<file path="src/logic/pspar_cfg.svh">
// Purpose: offsets, field positions, reset values and timing counts for the panel settings bank
// Assumes: 40 MHz clock
// Notes: addresses are word indices on the plain register port
`ifndef PSPAR_CFG_SVH
`define PSPAR_CFG_SVH

`define PSPAR_ADDR_W 4
`define PSPAR_OFF_DIR 4'h0
`define PSPAR_OFF_LANG 4'h1
`define PSPAR_OFF_DIAL_LOCK 4'h2
`define PSPAR_OFF_STEP 4'h3
`define PSPAR_OFF_BEEP 4'h4
`define PSPAR_OFF_CONTRAST 4'h5
`define PSPAR_OFF_CTRL 4'h6
`define PSPAR_OFF_STATUS 4'h7
`define PSPAR_OFF_FREQ 4'h8

`define PSPAR_RST_DIR 1'h0
`define PSPAR_RST_LANG 3'h1
`define PSPAR_RST_DIAL_LOCK 4'h0
`define PSPAR_RST_STEP 10'h000
`define PSPAR_RST_BEEP 1'h1
`define PSPAR_RST_CONTRAST 6'h3A
`define PSPAR_RST_GROUP 1'h0
`define PSPAR_RST_SPEED_SEL 1'h0

// dial step values in hundredths
`define PSPAR_STEP_0 10'h000
`define PSPAR_STEP_001 10'h001
`define PSPAR_STEP_010 10'h00A
`define PSPAR_STEP_100 10'h064
`define PSPAR_STEP_1000 10'h3E8

// dial/lock codes
`define PSPAR_DL_FREQ 4'h0
`define PSPAR_DL_POT 4'h1
`define PSPAR_DL_FREQ_LOCK 4'hA
`define PSPAR_DL_POT_LOCK 4'hB
`define PSPAR_DL_LOCK_BIT 3
`define PSPAR_DL_POT_BIT 0

// display thresholds in hundredths
`define PSPAR_FREQ_TH_100 20'h02710
`define PSPAR_FREQ_TH_1000 20'h186A0
`define PSPAR_FREQ_MAX 20'hFFFFF

// mode key hold time
`define PSPAR_HOLD_MS 2000
`define PSPAR_CLK_KHZ 40000
`define PSPAR_HOLD_CYC (`PSPAR_HOLD_MS * `PSPAR_CLK_KHZ)

`endif

</file>
<file path="src/logic/pspar_pkg.sv">
// Purpose: types for the panel settings bank
// Assumes: nothing
// Notes: constants live in pspar_cfg.svh
`default_nettype none
package pspar_pkg;
    typedef enum logic [1:0] {
        PSPAR_EDIT_SETFREQ = 2'h0,
        PSPAR_EDIT_OTHER = 2'h1
    } pspar_edit_t;

    typedef struct packed {
        logic run;
        logic stop;
        logic mode;
        logic write;
        logic dial_up;
        logic dial_dn;
        logic other_key;
    } pspar_keys_t;

    typedef struct packed {
        logic [3:0] addr;
        logic [31:0] wdata;
        logic wr;
        logic rd;
    } pspar_bus_t;
endpackage
`default_nettype wire

</file>
<file path="src/logic/pspar_bank.sv">
// Purpose: settings bank behind the operation panel and handheld parameter unit
// Assumes: keys are asynchronous pins; dial up/down are one event per click after sync
// Notes: frequency held in hundredths of a unit; speed display uses the same value
`include "pspar_cfg.svh"
`default_nettype none
module pspar_bank (
    // clock and reset
    input wire logic clk_in,
    input wire logic resetn_in,
    // register port
    input wire pspar_pkg::pspar_bus_t bus_in,
    output logic [31:0] rdata_out,
    // panel pins
    input wire pspar_pkg::pspar_keys_t keys_in,
    input wire logic unit_present_in,
    input wire pspar_pkg::pspar_edit_t edit_mode_in,
    // drive and panel outputs
    output logic run_fwd_out,
    output logic run_rev_out,
    output logic stop_out,
    output logic lock_ind_out,
    output logic beep_out,
    output logic [5:0] contrast_out,
    output logic contrast_visible_out,
    output logic [19:0] freq_out,
    output logic pot_mode_out
);
    localparam int NK = 7;
    localparam logic [26:0] HOLD_CYC = 27'(`PSPAR_HOLD_CYC);

    // -------------------------------------------------
    // registers
    // -------------------------------------------------
    logic dir;
    logic [2:0] lang;
    logic [3:0] dial_lock;
    logic [3:0] dial_lock_act;
    logic [9:0] step;
    logic beep_en;
    logic [5:0] contrast_pend;
    logic [5:0] contrast;
    logic group_sel;
    logic speed_sel;
    logic [26:0] hold_cnt;
    logic [19:0] freq;

    // -------------------------------------------------
    // pin synchronisers: change counts when stages 2 and 3 agree
    // -------------------------------------------------
    logic [NK-1:0] key_raw;
    logic [NK-1:0] key_s1;
    logic [NK-1:0] key_s2;
    logic [NK-1:0] key_s3;
    logic [NK-1:0] key_lvl;
    logic [NK-1:0] key_prev;
    logic [NK-1:0] key_rise;
    assign key_raw = keys_in;

    genvar g;
    generate
        for (g = 0; g < NK; g++)
        begin : g_sync
            always_ff @(posedge clk_in or negedge resetn_in)
            begin
                if (!resetn_in)
                begin
                    key_s1[g] <= 1'b0;
                    key_s2[g] <= 1'b0;
                    key_s3[g] <= 1'b0;
                    key_lvl[g] <= 1'b0;
                    key_prev[g] <= 1'b0;
                end
                else
                begin
                    key_s1[g] <= key_raw[g];
                    key_s2[g] <= key_s1[g];
                    key_s3[g] <= key_s2[g];
                    if (key_s2[g] == key_s3[g])
                    begin
                        key_lvl[g] <= key_s3[g];
                    end
                    key_prev[g] <= key_lvl[g];
                end
            end
            assign key_rise[g] = key_lvl[g] & ~key_prev[g];
        end
    endgenerate

    // bit order follows the struct: run stop mode write up dn other
    wire k_run = key_rise[6];
    wire k_stop = key_rise[5];
    wire k_mode_lvl = key_lvl[4];
    wire k_write = key_rise[3];
    wire k_up = key_rise[2];
    wire k_dn = key_rise[1];
    wire any_press = |key_rise;

    // -------------------------------------------------
    // register decode and range checks
    // -------------------------------------------------
    wire [31:0] wd = bus_in.wdata;
    wire wr = bus_in.wr;
    wire [3:0] a = bus_in.addr;
    wire grp_ok = (group_sel == 1'b0);
    wire dir_ok = (wd[31:1] == 31'h0);
    wire lang_ok = (wd[31:3] == 29'h0);
    wire dl_ok = (wd[3:0] == `PSPAR_DL_FREQ) || (wd[3:0] == `PSPAR_DL_POT) ||
                 (wd[3:0] == `PSPAR_DL_FREQ_LOCK) || (wd[3:0] == `PSPAR_DL_POT_LOCK);
    wire dl_ok_w = dl_ok && (wd[31:4] == 28'h0);
    wire step_ok = (wd[31:10] == 22'h0) &&
                   ((wd[9:0] == `PSPAR_STEP_0) || (wd[9:0] == `PSPAR_STEP_001) ||
                    (wd[9:0] == `PSPAR_STEP_010) || (wd[9:0] == `PSPAR_STEP_100) ||
                    (wd[9:0] == `PSPAR_STEP_1000));
    wire beep_ok = (wd[31:1] == 31'h0);
    wire con_ok = (wd[31:6] == 26'h0);

    wire wr_dir = wr && (a == `PSPAR_OFF_DIR) && grp_ok && dir_ok;
    wire wr_lang = wr && (a == `PSPAR_OFF_LANG) && grp_ok && lang_ok;
    wire wr_dl = wr && (a == `PSPAR_OFF_DIAL_LOCK) && grp_ok && dl_ok_w;
    wire wr_step = wr && (a == `PSPAR_OFF_STEP) && grp_ok && step_ok;
    // beep and contrast bypass the write-protect gate
    wire wr_beep = wr && (a == `PSPAR_OFF_BEEP) && beep_ok;
    wire wr_con = wr && (a == `PSPAR_OFF_CONTRAST) && con_ok;
    wire wr_ctrl = wr && (a == `PSPAR_OFF_CTRL);

    // -------------------------------------------------
    // key lock and dial step
    // -------------------------------------------------
    // mode key hold detection
    wire lock_change = (dial_lock[`PSPAR_DL_LOCK_BIT] != dial_lock_act[`PSPAR_DL_LOCK_BIT]);
    wire hold_done = (hold_cnt == HOLD_CYC);
    // pot bit applies at once; lock bit waits for the hold
    wire next_lock_bit = (lock_change && !hold_done) ? dial_lock_act[`PSPAR_DL_LOCK_BIT] :
                         dial_lock[`PSPAR_DL_LOCK_BIT];
    wire [3:0] next_dial_lock_act = {next_lock_bit, dial_lock[2:0]};
    wire locked = dial_lock_act[`PSPAR_DL_LOCK_BIT];
    wire dial_ok = !locked;

    // base step, 0 means one hundredth
    wire [9:0] base_step = (step == `PSPAR_STEP_0) ? `PSPAR_STEP_001 : step;
    wire ge_1000 = speed_sel && (freq >= `PSPAR_FREQ_TH_1000);
    wire ge_100 = freq >= `PSPAR_FREQ_TH_100;
    wire [9:0] floor_step = ge_1000 ? `PSPAR_STEP_100 : (ge_100 ? `PSPAR_STEP_010 : `PSPAR_STEP_001);
    wire [9:0] cfg_step = (base_step > floor_step) ? base_step : floor_step;
    // configured step only in set-frequency editing
    wire [9:0] eff_step = (edit_mode_in == pspar_pkg::PSPAR_EDIT_SETFREQ) ? cfg_step : floor_step;
    wire [20:0] sum_up = {1'b0, freq} + {11'h000, eff_step};
    wire [19:0] next_up = sum_up[20] ? `PSPAR_FREQ_MAX : sum_up[19:0];
    wire [19:0] next_dn = (freq > {10'h000, eff_step}) ? (freq - {10'h000, eff_step}) : 20'h00000;
    wire [19:0] next_freq = (dial_ok && k_up) ? next_up : ((dial_ok && k_dn) ? next_dn : freq);

    // -------------------------------------------------
    // register storage
    // -------------------------------------------------
    always_ff @(posedge clk_in or negedge resetn_in)
    begin
        if (!resetn_in)
        begin
            dir <= `PSPAR_RST_DIR;
            lang <= `PSPAR_RST_LANG;
            dial_lock <= `PSPAR_RST_DIAL_LOCK;
            step <= `PSPAR_RST_STEP;
            beep_en <= `PSPAR_RST_BEEP;
            contrast_pend <= `PSPAR_RST_CONTRAST;
            group_sel <= `PSPAR_RST_GROUP;
            speed_sel <= `PSPAR_RST_SPEED_SEL;
        end
        else
        begin
            if (wr_dir)
            begin
                dir <= wd[0];
            end
            if (wr_lang)
            begin
                lang <= wd[2:0];
            end
            if (wr_dl)
            begin
                dial_lock <= wd[3:0];
            end
            if (wr_step)
            begin
                step <= wd[9:0];
            end
            // a refused write gives no error flag, so software must read back to confirm
            if (wr_beep)
            begin
                beep_en <= wd[0];
            end
            if (wr_con)
            begin
                contrast_pend <= wd[5:0];
            end
            if (wr_ctrl)
            begin
                group_sel <= wd[0];
                speed_sel <= wd[1];
            end
        end
    end

    // hold counter stops at its target so a very long press cannot wrap back to zero
    always_ff @(posedge clk_in or negedge resetn_in)
    begin
        if (!resetn_in)
        begin
            dial_lock_act <= `PSPAR_RST_DIAL_LOCK;
            hold_cnt <= 27'h0000000;
        end
        else
        begin
            dial_lock_act <= next_dial_lock_act;
            if (k_mode_lvl && lock_change && !hold_done)
            begin
                hold_cnt <= hold_cnt + 27'h0000001;
            end
            else if (!k_mode_lvl || !lock_change)
            begin
                hold_cnt <= 27'h0000000;
            end
        end
    end

    always_ff @(posedge clk_in or negedge resetn_in)
    begin
        if (!resetn_in)
        begin
            contrast <= `PSPAR_RST_CONTRAST;
            freq <= 20'h00000;
        end
        else
        begin
            if (k_write && !locked)
            begin
                contrast <= contrast_pend;
            end
            freq <= next_freq;
        end
    end

    // -------------------------------------------------
    // handheld unit detect pin synchroniser
    // -------------------------------------------------
    // the unit may be plugged at any time, so its detect pin is filtered like the keys
    logic unit_s1;
    logic unit_s2;
    logic unit_s3;
    logic unit_lvl;
    always_ff @(posedge clk_in or negedge resetn_in)
    begin
        if (!resetn_in)
        begin
            unit_s1 <= 1'b0;
            unit_s2 <= 1'b0;
            unit_s3 <= 1'b0;
            unit_lvl <= 1'b0;
        end
        else
        begin
            unit_s1 <= unit_present_in;
            unit_s2 <= unit_s1;
            unit_s3 <= unit_s2;
            if (unit_s2 == unit_s3)
            begin
                unit_lvl <= unit_s3;
            end
        end
    end

    // -------------------------------------------------
    // read mux
    // -------------------------------------------------
    logic [31:0] rmux;
    assign rmux = (a == `PSPAR_OFF_DIR) ? {31'h0, dir} :
                  (a == `PSPAR_OFF_LANG) ? {29'h0, lang} :
                  (a == `PSPAR_OFF_DIAL_LOCK) ? {28'h0, dial_lock} :
                  (a == `PSPAR_OFF_STEP) ? {22'h0, step} :
                  (a == `PSPAR_OFF_BEEP) ? {31'h0, beep_en} :
                  (a == `PSPAR_OFF_CONTRAST) ? {26'h0, contrast} :
                  (a == `PSPAR_OFF_CTRL) ? {30'h0, speed_sel, group_sel} :
                  (a == `PSPAR_OFF_STATUS) ? {26'h0, unit_lvl, locked, dial_lock_act} :
                  (a == `PSPAR_OFF_FREQ) ? {12'h0, freq} : 32'h0;

    // -------------------------------------------------
    // outputs, all registered
    // -------------------------------------------------
    // read data is zero outside its slot so a stray sample never looks valid
    always_ff @(posedge clk_in or negedge resetn_in)
    begin
        if (!resetn_in)
        begin
            rdata_out <= 32'h0;
        end
        else
        begin
            rdata_out <= bus_in.rd ? rmux : 32'h0;
        end
    end

    always_ff @(posedge clk_in or negedge resetn_in)
    begin
        if (!resetn_in)
        begin
            run_fwd_out <= 1'b0;
            run_rev_out <= 1'b0;
            stop_out <= 1'b0;
        end
        else
        begin
            run_fwd_out <= k_run && dial_ok && !dir;
            run_rev_out <= k_run && dial_ok && dir;
            // stop works under lock
            // stop skips the lock gate on purpose: a locked panel must still halt the motor
            stop_out <= k_stop;
        end
    end

    always_ff @(posedge clk_in or negedge resetn_in)
    begin
        if (!resetn_in)
        begin
            lock_ind_out <= 1'b0;
            beep_out <= 1'b0;
            contrast_out <= `PSPAR_RST_CONTRAST;
            contrast_visible_out <= 1'b0;
            freq_out <= 20'h00000;
            pot_mode_out <= 1'b0;
        end
        else
        begin
            lock_ind_out <= locked && (key_lvl[6] | key_lvl[4] | key_lvl[3] |
                                       key_lvl[2] | key_lvl[1] | key_lvl[0]);
            beep_out <= beep_en && any_press;
            contrast_out <= contrast;
            // contrast shown only with unit connected
            contrast_visible_out <= unit_lvl;
            freq_out <= freq;
            pot_mode_out <= dial_lock_act[`PSPAR_DL_POT_BIT];
        end
    end
endmodule
`default_nettype wire

</file>
<file path="config.mk">
export PLATFORM = sky130hd
export DESIGN_NAME = pspar_bank
export DESIGN_NICKNAME = d
export VERILOG_FILES = /design/src/logic/pspar_pkg.sv /design/src/logic/pspar_bank.sv
export VERILOG_INCLUDE_DIRS = /design/src /design/src/logic
export SDC_FILE = /design/constraint.sdc
export NUM_CORES = 1
export LEC_CHECK = 0
export BUFFER_PORTS_ARGS = -buffer_cell sky130_fd_sc_hd__buf_4
export CORE_ASPECT_RATIO = 0.75
export CORE_MARGIN = 2
export CORE_UTILIZATION = 60
export CTS_BUF_LIST = sky130_fd_sc_hd__clkbuf_4 sky130_fd_sc_hd__clkbuf_8
export DETAILED_ROUTE_END_ITERATION = 10
export PLACE_DENSITY = 0.8
export SLEW_MARGIN = 20
export SYNTH_ARGS = -nofsm -noshare
export SYNTH_HDL_FRONTEND = slang
export SYNTH_SLANG_ARGS = --single-unit
</file>
<file path="constraint.sdc">
create_clock -name clk_in -period 7.5 [get_ports clk_in]
set_input_delay 0 -clock clk_in [delete_from_list [all_inputs] [get_ports clk_in]]
set_output_delay 0 -clock clk_in [all_outputs]
set_load 0.005 [all_outputs]
</file>
# == Word level (Yosys, flattened, before mapping) ==
# Cells that the tools add are included.
# totals
regBits,176
in_bits,50
output_inout_bits,65
elab_cells,192
# op_classes
add_sub_neg,3
magnitude_cmp,4
n_eq_ne,25
muxes,21
bitwise_logic,20
reduce_logical,57
# op_table
operator,n
20-bit 2-to-1 mux,14
27-bit 2-to-1 mux,2
1-bit logical AND,31
31-bit zero test,1
10-bit 2-to-1 mux,3
29-bit zero test,1
28-bit zero test,1
"27-bit by 1-bit adder with 27-bit output, second input constant",1
"27-bit == test, second input constant",1
26-bit zero test,1
22-bit zero test,1
20-bit by 10-bit adder with 21-bit output,1
"20-bit by 14-bit greater-or-equal comparator with 1-bit output, second input constant",1
"20-bit by 17-bit greater-or-equal comparator with 1-bit output, second input constant",1
20-bit by 10-bit > comparator with 1-bit output,1
10-bit zero test,2
20-bit by 10-bit subtractor with 20-bit output,1
"4-bit by 3-bit == test with 1-bit output, second input constant",4
"4-bit == test, second input constant",3
"10-bit by 1-bit == test with 1-bit output, second input constant",1
"10-bit == test, second input constant",1
"10-bit by 4-bit == test with 1-bit output, second input constant",1
"10-bit by 7-bit == test with 1-bit output, second input constant",1
10-bit by 7-bit > comparator with 1-bit output,1
15 further kinds,54

# == Logic depth before layout (Yosys ltp) ==
# logic_depth
depth_word,11
depth_mapped,26
depth_no_buf,24

# == Least setup slack after synthesis ==
# Ideal clock, no wire load.
# synth_timing
path_type,register -> register
start,register freq[13]
end,register freq[16]
setup_ps,126
arrival_ps,5610
required_time_ps,7374
setup_slack_ps,1764
stages_incl_launch_ff,26
path_buffers,2
synth_period_minus_slack_ps,5736
path_cell_list,dfrtp_1 -> buf_2 -> nor3_2 -> a31oi_1 -> o41a_1 -> nor2_1 -> inv_1 -> ha_1 -> nor2b_1 -> o21a_1 -> o21a_1 -> o31ai_1 -> a21oi_1 -> o41ai_2 -> buf_2 -> mux2i_1 -> ha_1 -> inv_1 -> fa_1 -> nor2b_1 -> o311ai_1 -> a21oi_1 -> a21o_1 -> a21boi_0 -> o21ai_0 -> a221o_1
# synth_between
elab_chain_len,10
word_cells_on_any_way,15
classes_between,2 x add/sub; 4 x order compare; 8 x mux; 1 x reduce/logical
# synth_lines
element,line_no,source
start: declaration,pspar_bank.sv:45,logic [19:0] freq;
start signal: assignment,pspar_bank.sv:238,freq <= next_freq;
20-bit by 14-bit greater-or-equal comparator with 1-bit output (no source line) or 20-bit by 17-bit greater-or-equal comparator with 1-bit output (tied branches),--,
4-bit 2-to-1 mux (no source line) or 1-bit logical AND (tied branches),--,
7-bit 2-to-1 mux,pspar_bank.sv:143,wire [9:0] floor_step = ge_1000 ? `PSPAR_STEP_100 : (ge_100 ? `PSPAR_STEP_010 : `PSPAR_STEP_001);
10-bit by 7-bit > comparator with 1-bit output,pspar_bank.sv:144,wire [9:0] cfg_step = (base_step > floor_step) ? base_step : floor_step;
10-bit 2-to-1 mux,pspar_bank.sv:144,
10-bit 2-to-1 mux,pspar_bank.sv:146,wire [9:0] eff_step = (edit_mode_in == pspar_pkg::PSPAR_EDIT_SETFREQ) ? cfg_step : floor_step;
20-bit by 10-bit subtractor with 20-bit output or 20-bit by 10-bit > comparator with 1-bit output (tied branches),pspar_bank.sv:149,"wire [19:0] next_dn = (freq > {10'h000, eff_step}) ? (freq - {10'h000, eff_step}) : 20'h00000;"
20-bit 2-to-1 mux,pspar_bank.sv:149,
20-bit 2-to-1 mux,pspar_bank.sv:150,wire [19:0] next_freq = (dial_ok && k_up) ? next_up : ((dial_ok && k_dn) ? next_dn : freq);
20-bit 2-to-1 mux (*),pspar_bank.sv:150,
# Mark *: on every way between the ends. The rest lies on a longest branch, timed or not. The select of a mux whose other input is x is not followed.
# A chain may end at the register's enable or synchronous reset.

# == Worst setup path after layout ==
# layout_timing
start,register freq[13]
end,register freq[14]
# Same word-level chain as after synthesis.

==> summary.txt <==
Outcome
  – Outcome: finished clean

Drt
  – Total number of vias: 7168
  – Pre-Repair DR Iteration Count: 7
  – Per-cell routed wire length: 19.43 um
  – Number of design-rule violations left by the first detailed-router iteration: 748
  – Remaining routing DRC violations: 0
  – Wirelength, routed: 22770 um
  – Number of nets still failing antenna checks after routing: 0
  – Number of vias per cell after detailed routing: 6.116

Logic synthesis
  – Count of mapped cells out of synthesis: 855
  – Adder-cell share of the synthesized area: 5.586%
  – Prevailing post-synth register cell: dfrtp_1
  – Dominant combinational cell family by area after synthesis: simple AND/OR/NAND/NOR gates
  – Syn Area/Cell: 10.37 um2
  – Distinct cells, synth: 78
  – Mux share of post-synthesis cell area: 5.953%
  – Xor-xnor portion of the synthesized cell area: 2.567%
  – Most common cell in the synthesized netlist: dfrtp_1
  – Cell type with the largest total area after synthesis: dfrtp_1
  – EDFF count, synth: 0
  – Simple-gate area share of the yosys netlist: 16.87%
  – Top-area cell type share of the netlist area: 45.70%
  – Commonest cells in the netlist: dfrtp_1 (162), nor2_1 (64), nand2_1 (53)
  – Flops & latches, synth: 176
  – Async S/R FF share, synth: 100.0%
  – Total number of yosys warnings: 0
  – Synth Cell Area: 0.008870 mm2
  – Area fraction in compound gates after synthesis: 14.57%
  – Fraction of the yosys area taken by sequential cells: 49.85%
  – Cell types occupying the most area after synthesis: dfrtp_1 (46%), mux2_2 (4.8%), ha_1 (4.2%)

Layout
  – P&R area growth vs syn: 16.24%
  – Fraction of layout instances using a drive strength above 1: 21.60%
  – Number of antenna cells inserted: 0
  – Final cell area excluding filler cells: 0.01031 mm2
  – Filler cell count in the final layout: 1106
  – Number of nets in the layout: 1041

Global routing
  – Gr usage total: 30.54%
  – Antenna violations before repair: 0
  – Wire length of the first global-routing pass: 36700 um
  – Pin count of the biggest net entering global routing: 96
  – GRT Residual Overflow: 0
  – Vias in the first global route: 6895

Die
  – Die H: 109.3 um
  – Number of top-level pins: 115
  – Area of the core region: 0.01445 mm2
  – Die width: 144.4 um
  – Initial cell density of the core: 61.37%
  – Floorplan row count: 38
  – Die area: 0.01578 mm2

STA
  – Setup repair after global routing missed its margin: false
  – Final period demand of the worst path: 6.781 ns
  – Peak Freq: 147.5 MHz
  – Final number of max-transition violations: 0
  – Total negative slack for setup checks: 0 ns
  – Worst rel slew slack: 34.88%
  – Transition at the pin with the smallest max-transition slack: 0.9769 ns
  – Final Skew: 0.01681 ns
  – Fin. Hold Viols: 0
  – Final cycle utilization of the critical path: 90.41%
  – Final number of setup-violating endpoints: 0

Power
  – Post-layout power: 2717 uW
  – Leakage: 0.004602 uW
  – Power density over cell area: 263.6 mW/mm2
  – IR drop worst, VDD: 176.2 uV

Worst setup path
  – Worst path required time: 7.80 ns
  – Worst setup SP type: flop
  – Maximum fanout along the worst path: 15
  – Internal reg-to-reg setup slack: 0.72 ns
  – Setup crit end kind: flop
  – Endpoint arrival time on the critical path: 7.08 ns
  – Type of the worst setup path: reg2reg

Placement
  – Placed instance area: 0.009687 mm2
  – Weighted congestion reported at the end of routability-driven placement: 0.9518
  – Number of port buffers: 102
  – Post-detail-place hpwl: 16130 um

Clock network
  – Clock root buffer: clkbuf_8
  – Number of cells upsized or downsized after cts: 0
  – CTS Buffer Depth: 2
  – Clock net sink count: 176
  – Clock H-tree levels: 4
  – Clock-pin slew on the worst setup and hold paths: 0.10 ns
  – TritonCTS clock tree: yes
  – Clock buffer count from CTS: 17
  – Later-pin clock latency in the skew report: 0.47 ns

Run
  – Max-cap violations: 0

Worst hold path
  – Tightest Hold Check Type: in2reg
-- registers in the layout, summed over array words and instances, names as in the netlist, 7 cells and up --
name and count:
key_s3 7, freq 20, step 10, key_prev 7, key_s1 7, rdata_out 20
hold_cnt 27, key_s2 7, freq_out 20
-- routing by layer --
layer,part of all wire [%],vias to the layer above,track usage [%],wire length (um)
met2,44,379,45.19,9920
met4,1.8,0,8.252,410
met5,0,-,0,0
met3,9.4,50,7.578,2146
met1,45,3462,45.35,10290
li1,-,3277,-,-
-- cell families after synthesis --
group | after synthesis
simple gates | 287
compound gates | 190
flops | 176
buf+inv | 87
mux | 48
fa+ha+maj | 40
xor+xnor | 26
other cells | 1
-- through the flow --
step	utilization, %	hold WS, ns	cells	setup WS [ns]
4_1_cts	71.26	0.05455	1172	0.8562
5_1_grt	71.33	0.07203	1172	0.3221
2_1_floorplan	-	-0.2956	866	1.764
3_5_place_dp	67.02	0.1106	1118	0.9675
6_report	71.33	0.07385	1172	0.7191
3_3_place_gp	67.02	0.1096	1118	1.234
-- where the power goes --
group,internal (uW),total (uW),switching (uW)
clock,257,645,388
sequential,1050,1200,150
combinational,368,870,502
total,1680,2720,1040
-- cells in the final DEF, fill, tap and decap left out, drive strengths merged, types with 6 or more instances in the layout --
cell	count
mux2i	10
mux2	38
nand2b	10
and4	6
or3	7
nor2	64
or2	7
nor4	15
nand4	12
o22ai	7
nor3	26
a21o	6
clkbuf	18
maj3	8
a22oi	7
dfstp	14
xor2	16
buf	106
and3	18
and2	11
nor2b	14
o211ai	6
a211oi	9
dlygate4sd3	22
a31oi	12
conb	12
dfrtp	162
nand2	54
ha	30
inv	41
xnor2	10
a21oi	43
nand3	27
o21ai	45
-- final timing paths --
kind / start / to / cells after the start
min in group asynchronous: resetn_in / key_s3[3]$_DFF_PN0_ / 2
worst max-delay path: freq[13]$_DFFE_PN0P_ / freq[14]$_DFFE_PN0P_ / 24
worst min-delay path: bus_in[35] / rdata_out[1]$_DFF_PN0_ / 3
worst max register to register: freq[13]$_DFFE_PN0P_ / freq[14]$_DFFE_PN0P_ / 24
worst min register to register: key_s1[6]$_DFF_PN0_ / key_s2[6]$_DFF_PN0_ / 0
max in group asynchronous: resetn_in / freq[18]$_DFFE_PN0P_ / 3
-- cell type report --
type / instances / area (um2) / share of cell area [%]
clock buffers: 18 / 247.7 / 2.403
clock inverters: 14 / 145.1 / 1.408
inverters: 33 / 123.9 / 1.201
multi-input cells: 603 / 4098 / 39.75
flip-flops and latches: 176 / 4422 / 42.89
well taps: 200 / 250.2 / 2.427
repair buffers: 128 / 1023 / 9.927
-- critical path, stage by stage (launching register included) --
cell	delay, ns
dfrtp_1	0.54
nor3_2	0.48
a31oi_1	0.15
o41a_1	0.45
nor2_1	0.33
inv_1	0.11
ha_1	0.32
nor2b_1	0.14
o21a_1	0.17
o21a_1	0.17
o31ai_1	0.24
a21oi_1	0.14
o41ai_2	0.21
buf_4	0.27
mux2i_1	0.28
ha_1	0.21
inv_1	0.05
fa_1	0.41
nor2b_1	0.17
o311ai_1	0.34
a21oi_1	0.30
a21oi_4	0.51
nor2_1	0.18
a32oi_1	0.25
o311ai_0	0.16
-- timing repair --
item / in CTS / in global routing
hold endpoints to repair: 137 / 0
buffers inserted: 0 / 0
endpoints found under the setup margin: 0 / 0
hold buffers: 22 / 0
Power figures use the tool's default switching activity.
